[config.mk]
export PLATFORM = sky130hd
export DESIGN_NAME = lpm_top
export DESIGN_NICKNAME = d
export VERILOG_FILES = /design/src/rtl/lpm_pkg.sv /design/src/rtl/lpm_top.sv
export VERILOG_INCLUDE_DIRS = /design/src /design/src/rtl
export SDC_FILE = /design/constraint.sdc
export NUM_CORES = 1
export LEC_CHECK = 0
export BUFFER_PORTS_ARGS = -buffer_cell sky130_fd_sc_hd__buf_2
export CELL_PAD_IN_SITES_DETAIL_PLACEMENT = 1
export CELL_PAD_IN_SITES_GLOBAL_PLACEMENT = 1
export CORE_ASPECT_RATIO = 0.75
export CORE_MARGIN = 8
export CORE_UTILIZATION = 35
export DETAILED_ROUTE_END_ITERATION = 8
export HOLD_SLACK_MARGIN = 0.08
export PLACE_DENSITY = 0.88
export SETUP_SLACK_MARGIN = 0.1
export SLEW_MARGIN = 20
export SYNTH_ARGS = -nofsm -noshare
export SYNTH_HDL_FRONTEND = slang
export SYNTH_SLANG_ARGS = --single-unit
export TNS_END_PERCENT = 5
[constraint.sdc]
create_clock -name clk -period 2.3 [get_ports clk]
set_input_delay 0.46 -clock clk [delete_from_list [all_inputs] [get_ports clk]]
set_output_delay 0.46 -clock clk [all_outputs]
set_load 0.01 [all_outputs]
[src/rtl/lpm_params.svh]
// Offsets, field positions, reset values and counts of the low-power block
`ifndef LPM_PARAMS_SVH
`define LPM_PARAMS_SVH

// ==========================================================
// Register byte offsets
`define LPM_OSC_SC_OFS 8'h00
`define LPM_CFG_ONE_OFS 8'h04
`define LPM_BRK_STAT_OFS 8'h08
`define LPM_MODE_STAT_OFS 8'h0C

// ==========================================================
// osc_status_control fields
`define LPM_OSC_SC_RESET 8'h20
`define LPM_OSC_SOURCE_OPTION_HI 7
`define LPM_OSC_SOURCE_OPTION_LO 6
`define LPM_INTERNAL_OSC_FREQ_SEL_HI 5
`define LPM_INTERNAL_OSC_FREQ_SEL_LO 4
`define LPM_EXTERNAL_CRYSTAL_RANGE_SEL_HI 3
`define LPM_EXTERNAL_CRYSTAL_RANGE_SEL_LO 2
`define LPM_ECG_ON_BIT 1
`define LPM_ECG_ST_BIT 0

// ==========================================================
// config_reg_one fields
`define LPM_CFG_ONE_RESET 8'h00
`define LPM_SHORT_STOP_RECOVERY_BIT 0
`define LPM_KEEP_OSC_BIT 1
`define LPM_WDOG_DIS_BIT 2

// ==========================================================
// break_status_reg fields
`define LPM_BREAK_STOP_WAIT_FLAG_BIT 1

// ==========================================================
// Stop recovery counts, in quadruple-rate bus clock cycles
`define LPM_STOP_REC_LONG 4096
`define LPM_STOP_REC_SHORT 32
`define LPM_REC_CNT_W 13

`endif

[src/rtl/lpm_pkg.sv]
// Types shared by the low-power mode and clock gating block
package lpm_pkg;

  typedef enum logic [1:0] {
    LPM_RUN,
    LPM_WAIT,
    LPM_STOP,
    LPM_RECOVER
  } lpm_mode_e;

  typedef struct packed {
    logic cpu_clk_en;
    logic bus_clock_double_rate_en;
    logic bus_clock_quad_rate_en;
    logic watchdog_en;
    logic irq_stack_ok;
  } lpm_clk_s;

  typedef struct packed {
    logic pready;
    logic pslverr;
    logic [31:0] prdata;
  } lpm_apb_rsp_s;

  typedef struct packed {
    lpm_mode_e mode;
    logic [12:0] rec_cnt;
    logic [7:0] osc_sc;
    logic [7:0] cfg_one;
    logic break_stop_wait_flag;
    logic gate_sync1;
    logic gate_sync2;
    lpm_clk_s clk;
    lpm_apb_rsp_s rsp;
  } lpm_state_s;

endpackage

[src/rtl/lpm_top.sv]
// Low-power mode control and bus clock gating with an APB register slave
//
// What this block does
// - Wait mode stops processor clocks, peripherals run
// - Reset, or break in emulation, leaves wait
// - Break during wait sets break flag
// - Watchdog disable bit clear keeps watchdog running
// - Stop entry clears counter, disables system clocks
// - Any peripheral interrupt request exits stop
// - Interrupt stacking waits for stop recovery end
// - Reset or break also ends stop
// - Stop gates double and quadruple bus clocks
// - Keep-oscillator option leaves double-rate clock running
// - Recovery 4096 cycles, or 32 when short
// - Frequency select field sets internal oscillator speed
// - Crystal range field picks low, medium, high
// - Clock source switches any time without reset
//
// Register access over APB and the address map were chosen for this implementation.
`timescale 1ns/100ps

`include "lpm_params.svh"

module lpm_top
  import lpm_pkg::*;
#(
  parameter logic [12:0] REC_LONG = 13'(`LPM_STOP_REC_LONG),
  parameter logic [12:0] REC_SHORT = 13'(`LPM_STOP_REC_SHORT)
)
(
  input wire logic clk,
  input wire logic arst_n,
  input wire logic psel,
  input wire logic penable,
  input wire logic pwrite,
  input wire logic [7:0] paddr,
  input wire logic [31:0] pwdata,
  input wire logic [3:0] pstrb,
  output logic pready,
  output logic pslverr,
  output logic [31:0] prdata,
  input wire logic wait_instr,
  input wire logic stop_instr,
  input wire logic irq_req,
  input wire logic break_req,
  input wire logic emul_mode,
  input wire logic ext_clock_gate_pin,
  output logic cpu_clk_en,
  output logic bus_clock_double_rate_en,
  output logic bus_clock_quad_rate_en,
  output logic watchdog_en,
  output logic irq_stack_ok,
  output logic [1:0] osc_source_option,
  output logic [1:0] internal_osc_freq_sel,
  output logic [1:0] external_crystal_range_sel,
  output logic external_clock_gate_on
);

  // ========================================================
  // State
  lpm_state_s state_reg;
  lpm_state_s state_next;

  logic bus_setup;
  logic bus_write;
  logic addr_hit;
  logic [7:0] rd_byte;
  logic [12:0] rec_limit;

  // ========================================================
  // Next-state logic
  always_comb
  begin
    state_next = state_reg;

    // Pin from the oscillator domain, two flops before use
    state_next.gate_sync1 = ext_clock_gate_pin;
    state_next.gate_sync2 = state_reg.gate_sync1;
    state_next.osc_sc[`LPM_ECG_ST_BIT] = state_reg.gate_sync2;

    // ------------------------------------------------------
    // APB slave: one wait state, answer from flops
    bus_setup = psel && penable && !state_reg.rsp.pready;
    bus_write = psel && penable && state_reg.rsp.pready && pwrite
                && pstrb[0];
    addr_hit = 1'b1;
    rd_byte = 8'h00;
    unique case (paddr)
      `LPM_OSC_SC_OFS:
      begin
        rd_byte = state_reg.osc_sc;
      end
      `LPM_CFG_ONE_OFS:
      begin
        rd_byte = state_reg.cfg_one;
      end
      `LPM_BRK_STAT_OFS:
      begin
        rd_byte[`LPM_BREAK_STOP_WAIT_FLAG_BIT] = state_reg.break_stop_wait_flag;
      end
      `LPM_MODE_STAT_OFS:
      begin
        rd_byte = {5'h00, state_reg.clk.irq_stack_ok,
                   state_reg.mode};
      end
      default:
      begin
        addr_hit = 1'b0;
      end
    endcase

    state_next.rsp.pready = bus_setup;
    state_next.rsp.pslverr = bus_setup && !addr_hit;
    if (bus_setup && !pwrite && addr_hit)
    begin
      state_next.rsp.prdata = {24'h000000, rd_byte};
    end
    else if (bus_setup)
    begin
      state_next.rsp.prdata = 32'h00000000;
    end

    // ------------------------------------------------------
    // Register writes; oscillator choices take effect at
    // once, no reset needed to switch sources or speeds
    if (bus_write && paddr == `LPM_OSC_SC_OFS)
    begin
      state_next.osc_sc[`LPM_OSC_SOURCE_OPTION_HI:`LPM_OSC_SOURCE_OPTION_LO] =
        pwdata[`LPM_OSC_SOURCE_OPTION_HI:`LPM_OSC_SOURCE_OPTION_LO];
      state_next.osc_sc[`LPM_INTERNAL_OSC_FREQ_SEL_HI:`LPM_INTERNAL_OSC_FREQ_SEL_LO] =
        pwdata[`LPM_INTERNAL_OSC_FREQ_SEL_HI:`LPM_INTERNAL_OSC_FREQ_SEL_LO];
      state_next.osc_sc[`LPM_EXTERNAL_CRYSTAL_RANGE_SEL_HI:`LPM_EXTERNAL_CRYSTAL_RANGE_SEL_LO] =
        pwdata[`LPM_EXTERNAL_CRYSTAL_RANGE_SEL_HI:`LPM_EXTERNAL_CRYSTAL_RANGE_SEL_LO];
      state_next.osc_sc[`LPM_ECG_ON_BIT] =
        pwdata[`LPM_ECG_ON_BIT];
    end
    if (bus_write && paddr == `LPM_CFG_ONE_OFS)
    begin
      state_next.cfg_one = {5'h00, pwdata[2:0]};
    end
    // Write one to clear; a break in the same cycle wins
    if (bus_write && paddr == `LPM_BRK_STAT_OFS
        && pwdata[`LPM_BREAK_STOP_WAIT_FLAG_BIT])
    begin
      state_next.break_stop_wait_flag = 1'b0;
    end
    if (break_req && state_reg.mode == LPM_WAIT)
    begin
      state_next.break_stop_wait_flag = 1'b1;
    end

    // ------------------------------------------------------
    // Mode sequencing
    // Short recovery suits on-chip clocks only; a crystal
    // needs the long count to settle
    rec_limit = state_reg.cfg_one[`LPM_SHORT_STOP_RECOVERY_BIT] ?
                REC_SHORT : REC_LONG;
    unique case (state_reg.mode)
      LPM_RUN:
      begin
        if (stop_instr)
        begin
          state_next.mode = LPM_STOP;
          state_next.rec_cnt = 13'h0000;
        end
        else if (wait_instr)
        begin
          state_next.mode = LPM_WAIT;
        end
      end
      LPM_WAIT:
      begin
        if (irq_req || (break_req && emul_mode))
        begin
          state_next.mode = LPM_RUN;
        end
      end
      LPM_STOP:
      begin
        if (irq_req || break_req)
        begin
          state_next.mode = LPM_RECOVER;
          state_next.rec_cnt = 13'h0000;
        end
      end
      LPM_RECOVER:
      begin
        if (state_reg.rec_cnt == rec_limit - 13'h0001)
        begin
          state_next.mode = LPM_RUN;
        end
        else
        begin
          state_next.rec_cnt = state_reg.rec_cnt + 13'h0001;
        end
      end
    endcase

    // ------------------------------------------------------
    // Clock enables follow the coming mode
    state_next.clk.cpu_clk_en =
      (state_next.mode == LPM_RUN);
    // Bus clocks restart for recovery so the count can run
    state_next.clk.bus_clock_quad_rate_en =
      (state_next.mode != LPM_STOP);
    state_next.clk.bus_clock_double_rate_en =
      (state_next.mode != LPM_STOP)
      || state_reg.cfg_one[`LPM_KEEP_OSC_BIT];
    // Not gated by wait: the watchdog keeps counting there
    state_next.clk.watchdog_en =
      !state_reg.cfg_one[`LPM_WDOG_DIS_BIT];
    state_next.clk.irq_stack_ok =
      (state_next.mode != LPM_STOP)
      && (state_next.mode != LPM_RECOVER);
  end

  // ========================================================
  // Registers; reset also ends wait and stop
  always_ff @(posedge clk or negedge arst_n)
  begin
    if (!arst_n)
    begin
      state_reg.mode <= LPM_RUN;
      state_reg.rec_cnt <= 13'h0000;
      state_reg.osc_sc <= `LPM_OSC_SC_RESET;
      state_reg.cfg_one <= `LPM_CFG_ONE_RESET;
      state_reg.break_stop_wait_flag <= 1'b0;
      state_reg.gate_sync1 <= 1'b0;
      state_reg.gate_sync2 <= 1'b0;
      state_reg.clk.cpu_clk_en <= 1'b1;
      state_reg.clk.bus_clock_double_rate_en <= 1'b1;
      state_reg.clk.bus_clock_quad_rate_en <= 1'b1;
      state_reg.clk.watchdog_en <= 1'b1;
      state_reg.clk.irq_stack_ok <= 1'b1;
      state_reg.rsp.pready <= 1'b0;
      state_reg.rsp.pslverr <= 1'b0;
      state_reg.rsp.prdata <= 32'h00000000;
    end
    else
    begin
      state_reg <= state_next;
    end
  end

  // ========================================================
  // Outputs, all straight from flops
  assign pready = state_reg.rsp.pready;
  assign pslverr = state_reg.rsp.pslverr;
  assign prdata = state_reg.rsp.prdata;
  assign cpu_clk_en = state_reg.clk.cpu_clk_en;
  assign bus_clock_double_rate_en =
    state_reg.clk.bus_clock_double_rate_en;
  assign bus_clock_quad_rate_en =
    state_reg.clk.bus_clock_quad_rate_en;
  assign watchdog_en = state_reg.clk.watchdog_en;
  assign irq_stack_ok = state_reg.clk.irq_stack_ok;
  assign osc_source_option =
    state_reg.osc_sc[`LPM_OSC_SOURCE_OPTION_HI:`LPM_OSC_SOURCE_OPTION_LO];
  assign internal_osc_freq_sel =
    state_reg.osc_sc[`LPM_INTERNAL_OSC_FREQ_SEL_HI:`LPM_INTERNAL_OSC_FREQ_SEL_LO];
  assign external_crystal_range_sel =
    state_reg.osc_sc[`LPM_EXTERNAL_CRYSTAL_RANGE_SEL_HI:`LPM_EXTERNAL_CRYSTAL_RANGE_SEL_LO];
  assign external_clock_gate_on =
    state_reg.osc_sc[`LPM_ECG_ON_BIT];

endmodule // lpm_top

==> flow_metrics.tcl, run 1 <==
set metrics [dict create \
    post-route-min-period_ps 2001 \
    syn-cell-area_um2 2399 \
    clkTransAtPathRegs_ps 90 \
    p_leak_nw 1.241 \
    hp-class "in -> async" \
    path_delay_family "compound AO/OA/AOI/OAI gates" \
    skew_ps 8.323 \
    die-area_um2 9785 \
    wl_per_cell_um 18.17 \
    p_per_area_nw_per_um2 799.0 \
    vias 1861 \
    ctsResizeCount 0 \
    p_int_mw 1.338 \
    initialDrtViolationCount 64 \
    design.core.area_um2 6734 \
    cts_tree "built" \
    synth_edf_count 0 \
    nFillCells 794 \
    setup_slack_ps 298.7 \
    area_growth_pct 9.650 \
    synth_common_cells "buf_4, dfrtp_1, nand2_1" \
    p_sw_uw 763.8 \
    crit-reg2reg-launch "state_reg[72]" \
    die_w_um 111.6 \
    status "complete, no violations" \
    whs_ps 232.1 \
    clock_latency_ps 310 \
    drive_gt1_frac 0.3197 \
    synthTopCellsByArea "dfrtp_1, buf_4, dfstp_2, mux2_2, nand2_1" \
    ant_nets 0 \
    final-hold-violation-count 0 \
    numClockSinks 44 \
    fin_area_um2 2630 \
    std_cell_rows 26 \
    nets 324 \
    hold_buffers 0 \
    synth-main-ff-cell "dfrtp_1" \
    vdd_drop_max_uv 535.5 \
    vias_per_cell 5.272 \
    multiInputGateArea_um2 1033 \
    slew_headroom 0.6207 \
    cap_viol_max_count 0 \
    finalWirelength_mm 6.413 \
    grt_remaining_overflow 0 \
    dr.pass1.iters 4 \
    seq_area_um2 1109 \
    finalSetupViolations 0 \
    final_core_utilization 0.3906 \
    synth_seq_area_share 0.4622 \
    yosysUniqueCellTypes 50 \
    synth.avg_cell_area_um2 10.38 \
    cts_htree_levels 2 \
    grt_pass1_vias 1986 \
    fmax_mhz 499.7 \
    initial_core_util 0.3562 \
    seq_power_share 0.522 \
    slew_violations 0 \
    antenna_found_initial 0 \
    period_share 0.8701 \
    path_cells "nand2b_1 -> o21ai_1 -> nand2_1 -> o311ai_0 -> o41ai_1" \
    place.port_buffers 49 \
    grt_usage 0.1333 \
    largest_reg_flops 20 \
    fin_total_pwr_mw 2.101 \
    yosysTopAreaCell "dfrtp_1" \
    dp_slack_ps 331.0 \
    cp.required_ps 2480 \
    setup_tns_ps 0 \
    async_flop_share 1.000 \
    grt_max_degree 45 \
    rsz0062_at_grt "false" \
    slowest_stage "dfrtp_1" \
    cp.arrival_ps 2180 \
    cts_root_buf "clkbuf_8" \
    drc 0 \
    worst_slew_pin_slew_ps 565.2 \
    netSwitchingFraction 0.3635 \
    fin_cells 353 \
    postPlaceCellArea_um2 2537 \
    crit_type "reg -> reg" \
    crit_fanout 11 \
    synth_top_area_share 0.3965 \
    place_congestion 0.8191 \
    synth_cells 231 \
    setup.worst_path.start_class "register" \
    critPathCaptureType "register" \
    antenna_cells 0 \
    p_comb_frac 0.238 \
    clockBufferDepth 2 \
    placedCellCount 345 \
    die_height_um 87.69 \
    ioPinCount 101 \
    ys_ff_latch 44 \
    crit_buf_inv 0 \
    power.share.clock 0.240 \
    post-cts-setup-buffers 0 \
    place.detailed.hpwl_mm 5.067 \
    max_stage_delay_ps 510 \
    grt_pass1_wl_mm 10.45 \
    yosys_warnings 0 \
    setup.worst_path.start "state_reg[72]" \
    cts_made_buffers 5 \
]
==> layout by cell type, fill, tap and decap left out, types with 5 or more instances in the layout <==
cell,n
inv_1,6
a22o_1,6
dfrtp_1,38
a21oi_1,8
mux2_2,11
dfstp_2,6
o21ai_0,13
clkbuf_8,5
buf_2,49
nor2_1,11
conb_1,24
nand3_1,7
nand2_1,22
==> cell type report <==
type / count / share of cell area
Clock buffer: 5 / 0.02617
Clock inverter: 3 / 0.009039
Multi-Input combinational cell: 159 / 0.3930
Inverter: 6 / 0.008563
Tap cell: 84 / 0.03996
Timing Repair Buffer: 52 / 0.1018
Sequential cell: 44 / 0.4215
==> power groups by stage <==
stage          logic, mW  clock network [mW]  registers [mW]
2_1_floorplan      0.428                   0            1.04
3_3_place_gp       0.457                   0            1.08
3_5_place_dp       0.502                   0            1.10
4_1_cts            0.501               0.516            1.09
5_1_grt            0.562               0.546            1.11
6_report           0.500               0.504            1.10
==> worst reg2reg max path, stage by stage (launching register included) <==
cell	delay (ps)
dfrtp_1	510
nand2b_1	240
o21ai_1	470
nand2_1	130
o311ai_0	390
o41ai_1	150
==> final timing paths <==
path / slack (ps) / endpoint / cells after the start
worst min register to register: 350 / state_reg[50] / 0
worst max-delay path: 300 / state_reg[69] / 5
min in group clk: 260 / state_next[39] / 1
max in group asynchronous: 1680 / bus_clock_double_rate_en / 2
worst min-delay path: 230 / pready / 2
worst max register to register: 300 / state_reg[69] / 5
==> routing by layer <==
layer  GRT usage  share of wire  wire, um  vias to the layer above
met5           0              0         0                        -
met1      0.1706           0.46      2959                      942
li1            -              -         -                      844
met3     0.03512          0.042       270                       11
met2      0.2134           0.48      3072                       64
met4     0.04944          0.017       110                        0
==> cell families after synthesis <==
group / share of synthesized area
DFF: 0.4622
other: 0.001563
adders and majority gates: 0.005216
buffers and inverters: 0.1429
AOI/OAI and AO/OA: 0.1549
and+or+nand+nor: 0.1596
muxes: 0.07355
Note: power is estimated with default switching activity, not from simulation.
==> run 2: changes to the inputs <==
--- a/config.mk
+++ b/config.mk
@@ -6,12 +6,13 @@
 export SDC_FILE = /design/constraint.sdc
 export NUM_CORES = 1
 export LEC_CHECK = 0
+export ABC_AREA = 1
 export BUFFER_PORTS_ARGS = -buffer_cell sky130_fd_sc_hd__buf_2
 export CELL_PAD_IN_SITES_DETAIL_PLACEMENT = 1
 export CELL_PAD_IN_SITES_GLOBAL_PLACEMENT = 1
 export CORE_ASPECT_RATIO = 0.75
 export CORE_MARGIN = 8
-export CORE_UTILIZATION = 35
+export CORE_UTILIZATION = 34
 export DETAILED_ROUTE_END_ITERATION = 8
 export HOLD_SLACK_MARGIN = 0.08
 export PLACE_DENSITY = 0.88
==> run 2 against run 1 <==
Net effect: maximum frequency grew 17%; flip-flop and latch count is the same; critical path type unchanged; clock-buffer cell count grew 1; register-to-register slack gained 290 ps; non-clock buffer count shrank 1; highest routed layer unchanged; sequential share of layout area shrank 2.6 points; via count grew 10%; power shrank 25%.
==> flow_metrics.tcl, run 2 <==
set metrics [dict create \
    synth-main-ff-cell "dfrtp_1" \
    ant_nets 0 \
    synth_top_area_share 0.3808 \
    cts_root_buf "clkbuf_8" \
    synth_seq_area_share 0.4439 \
    critPathCaptureType "register" \
    nets 403 \
    reg2reg_depth 8 \
    synth.avg_cell_area_um2 8.161 \
    p_per_area_nw_per_um2 564.1 \
    final_cell_mix "nand2_1, buf_2, dfrtp_1" \
    setup.worst_path.start_class "register" \
    dr.pass1.iters 4 \
    clock_latency_ps 300 \
    std_cell_rows 27 \
    grt_pass1_vias 2389 \
    synthTopCellsByArea "dfrtp_1, buf_4, nand2_1, nand3_1, dfstp_2" \
    drive_gt1_frac 0.2586 \
    ctsResizeCount 0 \
    multiInputGateArea_um2 1050 \
    period_share 0.7431 \
    slowest_stage "dfrtp_1" \
    grt_usage 0.1332 \
    post-cts-setup-buffers 0 \
    crit_type "reg -> reg" \
    grt_max_degree 18 \
    yosysMostFrequentCell "nand2_1" \
    numClockSinks 44 \
    vdd_drop_max_uv 331.9 \
    seq_area_um2 1109 \
    hold_buffers 0 \
    place_congestion 0.8408 \
    wl_per_cell_um 14.82 \
    synth_edf_count 0 \
    path_cells "ha_1 -> nand3_2 -> nor3_2 -> nand3_2 -> nand2_4 -> nand2_4 -> nand2_1 -> nand2_1" \
    cts_htree_levels 2 \
    initialDrtViolationCount 120 \
    ys_ff_latch 44 \
    syn-cell-area_um2 2497 \
    clockBufferDepth 2 \
    antenna_cells 0 \
    die_height_um 90.22 \
    r2r_slack_ps 590 \
    post-route-min-period_ps 1709 \
    max_stage_delay_ps 400 \
    clkTransAtPathRegs_ps 90 \
    yosysTopAreaCell "dfrtp_1" \
    cp.required_ps 2480 \
    place.port_buffers 49 \
    setup.worst_path.start "state_reg[58]" \
    vias 2053 \
    synth_common_cells "nand2_1, buf_4, dfrtp_1" \
    slew_violations 0 \
    design.core.area_um2 7229 \
    initial_core_util 0.3454 \
    fin_cells 449 \
    synth_cells 306 \
    endpoint "state_reg[67]" \
    drc 0 \
    p_leak_nw 1.488 \
    cp.arrival_ps 1890 \
    nFillCells 928 \
    antenna_found_initial 0 \
    die-area_um2 10370 \
    fmax_mhz 585.1 \
    finalWirelength_mm 6.656 \
    finalSetupViolations 0 \
    placedCellCount 441 \
    ioPinCount 101 \
    cts_made_buffers 5 \
    grt_pass1_wl_mm 11.21 \
    yosys_warnings 0 \
    rsz0062_at_grt "false" \
    hp-class "in -> async" \
    dp_slack_ps 430.5 \
    status "complete, no violations" \
    worstReg2RegEnd "state_reg[67]" \
    cap_viol_max_count 0 \
    async_flop_share 1.000 \
    crit_fanout 13 \
    setup_tns_ps 0 \
    die_w_um 115.0 \
    setup_slack_ps 590.9 \
    layout_commonest_cell "nand2_1" \
    vias_per_cell 4.572 \
    grt_remaining_overflow 0 \
    place.detailed.hpwl_mm 5.380 \
    crit-reg2reg-launch "state_reg[58]" \
    final-hold-violation-count 0 \
    cts_tree "built" \
    skew_ps 9.415 \
    yosysUniqueCellTypes 30 \
    area_growth_pct 12.17 \
    largest_reg_flops 20 \
]
## run 2: through the flow
stage | util | power [mW] | hold slack, ps | area (um2)
2_1_floorplan | - | 0.8609 | 164.4 | 2584
3_3_place_gp | 0.3692 | 0.8801 | 333.6 | 2669
3_5_place_dp | 0.3692 | 0.8843 | 336.3 | 2669
4_1_cts | 0.3875 | 1.596 | 95.58 | 2801
5_1_grt | 0.3875 | 1.635 | 104.1 | 2801
6_report | 0.3875 | 1.580 | 82.14 | 2801
## run 2: power breakdown
part           leakage, nW  internal (mW)  switching [mW]
logic                0.879         0.0253          0.0631
registers            0.544          0.779         0.00187
clock network       0.0654          0.435           0.277
## run 2: cell type report
cell class,count,area share
repair buffers,51,0.09290
flip-flops and latches,44,0.3957
clock buffers,6,0.02590
well taps,101,0.04511
multi-input cells,212,0.3747
inverters,33,0.04422
clock inverters,2,0.02144
## run 2: worst min-delay path by stage
| stage | endpoint | slack [ps] | cells past startpoint | startpoint |
|---|---|---|---|---|
| after global placement | state_next[50] | 330 | 0 | state_next[39] |
| final | state_reg[63] | 80 | 1 | arst_n |
| after global routing | state_reg[62] | 100 | 1 | arst_n |
| after CTS | state_reg[62] | 100 | 1 | arst_n |
| after detailed placement | state_next[50] | 340 | 0 | state_next[39] |
| after floorplan | external_clock_gate_on | 160 | 0 | arst_n |
## run 2: routing by layer
layer / vias to the layer above / GRT usage / wire, um
met3: 2 / 0.02472 / 316
met4: 0 / 0.03817 / 47
li1: 993 / - / -
met5: - / 0 / 0
met2: 52 / 0.2385 / 3357
met1: 1006 / 0.1570 / 2934
## run 2: cell families after synthesis
kind of cell	after synthesis	share of synthesized area
simple gates	157	0.2891
buf+inv	73	0.1703
flops	44	0.4439
compound gates	23	0.06363
xor+xnor	5	0.01753
mux	2	0.009017
fa+ha+maj	1	0.005009
other cells	1	0.001502
## run 2: worst max-delay path: cells and delay by family, from the launching register on
kind                     cells  cell delay [ps]
AND/OR/NAND/NOR              7              920
adder cells (fa/ha/maj)      1              290
flip-flops                   1              400
==> run 3: changes to the inputs <==
--- a/config.mk
+++ b/config.mk
@@ -12,10 +12,10 @@
 export CELL_PAD_IN_SITES_GLOBAL_PLACEMENT = 1
 export CORE_ASPECT_RATIO = 0.75
 export CORE_MARGIN = 8
-export CORE_UTILIZATION = 34
+export CORE_UTILIZATION = 31
 export DETAILED_ROUTE_END_ITERATION = 8
 export HOLD_SLACK_MARGIN = 0.08
-export PLACE_DENSITY = 0.88
+export PLACE_DENSITY = 0.85
 export SETUP_SLACK_MARGIN = 0.1
 export SLEW_MARGIN = 20
 export SYNTH_ARGS = -nofsm -noshare
==> constraint.sdc (replaced) <==
create_clock -name clk -period 1.4 [get_ports clk]
set_input_delay 0.28 -clock clk [delete_from_list [all_inputs] [get_ports clk]]
set_output_delay 0.28 -clock clk [all_outputs]
set_load 0.01 [all_outputs]
==> run 3 against run 2 <==
Net effect: clock power grew 8.7%; via count grew 6.4%; sequential share of layout area shrank 4.3 points; maximum frequency grew 17%; final area grew 12%; register-to-register slack lost 650 ps; the run now ends with negative setup slack left; utilization grew 1.3 points; combinational power grew 88%.
==> flow_metrics.tcl, run 3 (same netlist as run 2, synthesis figures left out) <==
set metrics [dict create \
    status "finished, violations left" \
    violations "negative setup slack" \
    grt_remaining_overflow 0 \
    post-route-min-period_ps 1460 \
    rsz0062_at_grt "true" \
    finalSetupViolations 15 \
    skew_ps 10.01 \
    final-hold-violation-count 0 \
    final_core_utilization 0.4008 \
    wl_per_cell_um 15.07 \
    drive_gt1_frac 0.3757 \
    period_share 1.043 \
    place.detailed.hpwl_mm 5.627 \
    place_congestion 0.8085 \
    worstReg2RegEnd "state_reg[63]" \
    finalWirelength_mm 7.279 \
    ant_nets 0 \
    hp-class "in -> reg" \
    whs_path_depth 1 \
    place.port_buffers 49 \
    cp.arrival_ps 1650 \
    clock_latency_ps 290 \
    postPlaceCellArea_um2 2917 \
    initial_core_util 0.3182 \
    clkTransAtPathRegs_ps 80 \
    cts_htree_levels 2 \
    clockBufferDepth 2 \
    p_sw_uw 547.9 \
    whs_endpoint "state_next[39]" \
    power.share.clock 0.348 \
    final_cell_mix "nand2_1, buf_2, dfrtp_1" \
    nFillCells 972 \
    seq_area_um2 1110 \
    setup_slack_ps -59.71 \
    reg2reg_depth 8 \
    cap_viol_max_count 0 \
    crit-reg2reg-launch "state_reg[59]" \
    numClockSinks 44 \
    initialDrtViolationCount 71 \
    largest_reg_flops 20 \
    layout_commonest_cell "nand2_1" \
    cts_made_buffers 5 \
    fin_area_um2 3146 \
    whs_ps 101.5 \
    drc 0 \
    dr.pass1.iters 5 \
    antenna_found_initial 0 \
    design.core.area_um2 7848 \
    nets 434 \
    cts_root_buf "clkbuf_8" \
    vias_per_cell 4.524 \
    fin_total_pwr_mw 2.222 \
    p_int_mw 1.675 \
    std_cell_rows 28 \
    grt_max_degree 45 \
    vias 2185 \
    crit_type "reg -> reg" \
    hp-start "ext_clock_gate_pin" \
    netSwitchingFraction 0.2465 \
    p_per_area_nw_per_um2 706.5 \
    slew_violations 0 \
    fmax_mhz 685.1 \
    cp.required_ps 1590 \
    crit_fanout 13 \
    vdd_drop_max_uv 371.5 \
    cts_tree "built" \
    grt_pass1_vias 2401 \
    die_height_um 93.73 \
    die-area_um2 11210 \
    die_w_um 119.6 \
    ioPinCount 101 \
    critPathCaptureType "register" \
    grt_usage 0.1285 \
    r2r_slack_ps -60 \
    antenna_cells 0 \
    setup.worst_path.start_class "register" \
    multiInputGateArea_um2 1185 \
    p_leak_nw 1.629 \
    seq_power_share 0.577 \
    dp_slack_ps -119.0 \
    area_growth_pct 25.95 \
    grt_pass1_wl_mm 11.84 \
    p_comb_frac 0.075 \
]
run 3: changes by cell type in the layout (fill, tap and decap cells not counted), sizes merged:
cell         change
dlygate4sd3      +1
buf             +30
clkinv           +1
bufinv           -2
run 3: worst max-delay path by stage:
stage	from	endpoint	slack, ps	cells past startpoint
after floorplan	state_reg[59]	state_reg[67]	-10	9
after CTS	state_reg[59]	state_reg[63]	-40	8
after global placement	state_reg[58]	state_reg[65]	-20	8
after global routing	state_reg[60]	state_reg[67]	-150	8
after detailed placement	paddr[1]	state_reg[44]	-120	8
final	state_reg[59]	state_reg[63]	-60	8
run 3: final cells by class:
cell class | count | share of cell area
clock buffers | 6 | 0.02307
repair buffers | 82 | 0.1647
multi-input cells | 212 | 0.3767
inverters | 33 | 0.03938
clock inverters | 1 | 0.001591
well taps | 105 | 0.04177
flip-flops and latches | 44 | 0.3528
run 3: power groups by stage:
stage | registers (mW) | logic (mW) | clock network [mW]
after floorplan | 1.31 | 0.106 | 0
after global placement | 1.31 | 0.152 | 0
after detailed placement | 1.31 | 0.159 | 0
after CTS | 1.28 | 0.162 | 0.788
after global routing | 1.28 | 0.186 | 0.842
final | 1.28 | 0.166 | 0.774
run 3: worst max-delay path: stages, from the launching register on:
cell,delay (ps)
dfrtp_1,420
ha_4,180
nand3_4,80
nor3_4,160
nand3_4,130
nand2_4,120
nand2_8,110
nand2_1,100
o21ai_2,50
run 3: repair_timing:
item / 4_1_cts / 5_1_grt
setup buffers: 1 / 0
resized for setup: 9 / 25
endpoints found under the hold margin: 38 / 0
setup endpoints to repair: 24 / 34
hold buffers: 1 / 0
pin swaps: 0 / 4
run 3: through the flow:
stage,TNS (ps),std cells
after floorplan,-19.27,329
after global placement,-102.0,474
after detailed placement,-1280,474
after CTS,-289.1,483
after global routing,-1779,483
final,-404.9,483
run 3: per-layer routing:
metal / GRT usage / vias to the layer above / routed length, um
met1: 0.1563 / 1075 / 3307
met2: 0.2311 / 49 / 3691
met3: 0.02102 / 4 / 212
met5: 0 / - / 0
li1: - / 1057 / -
met4: 0.03523 / 0 / 68
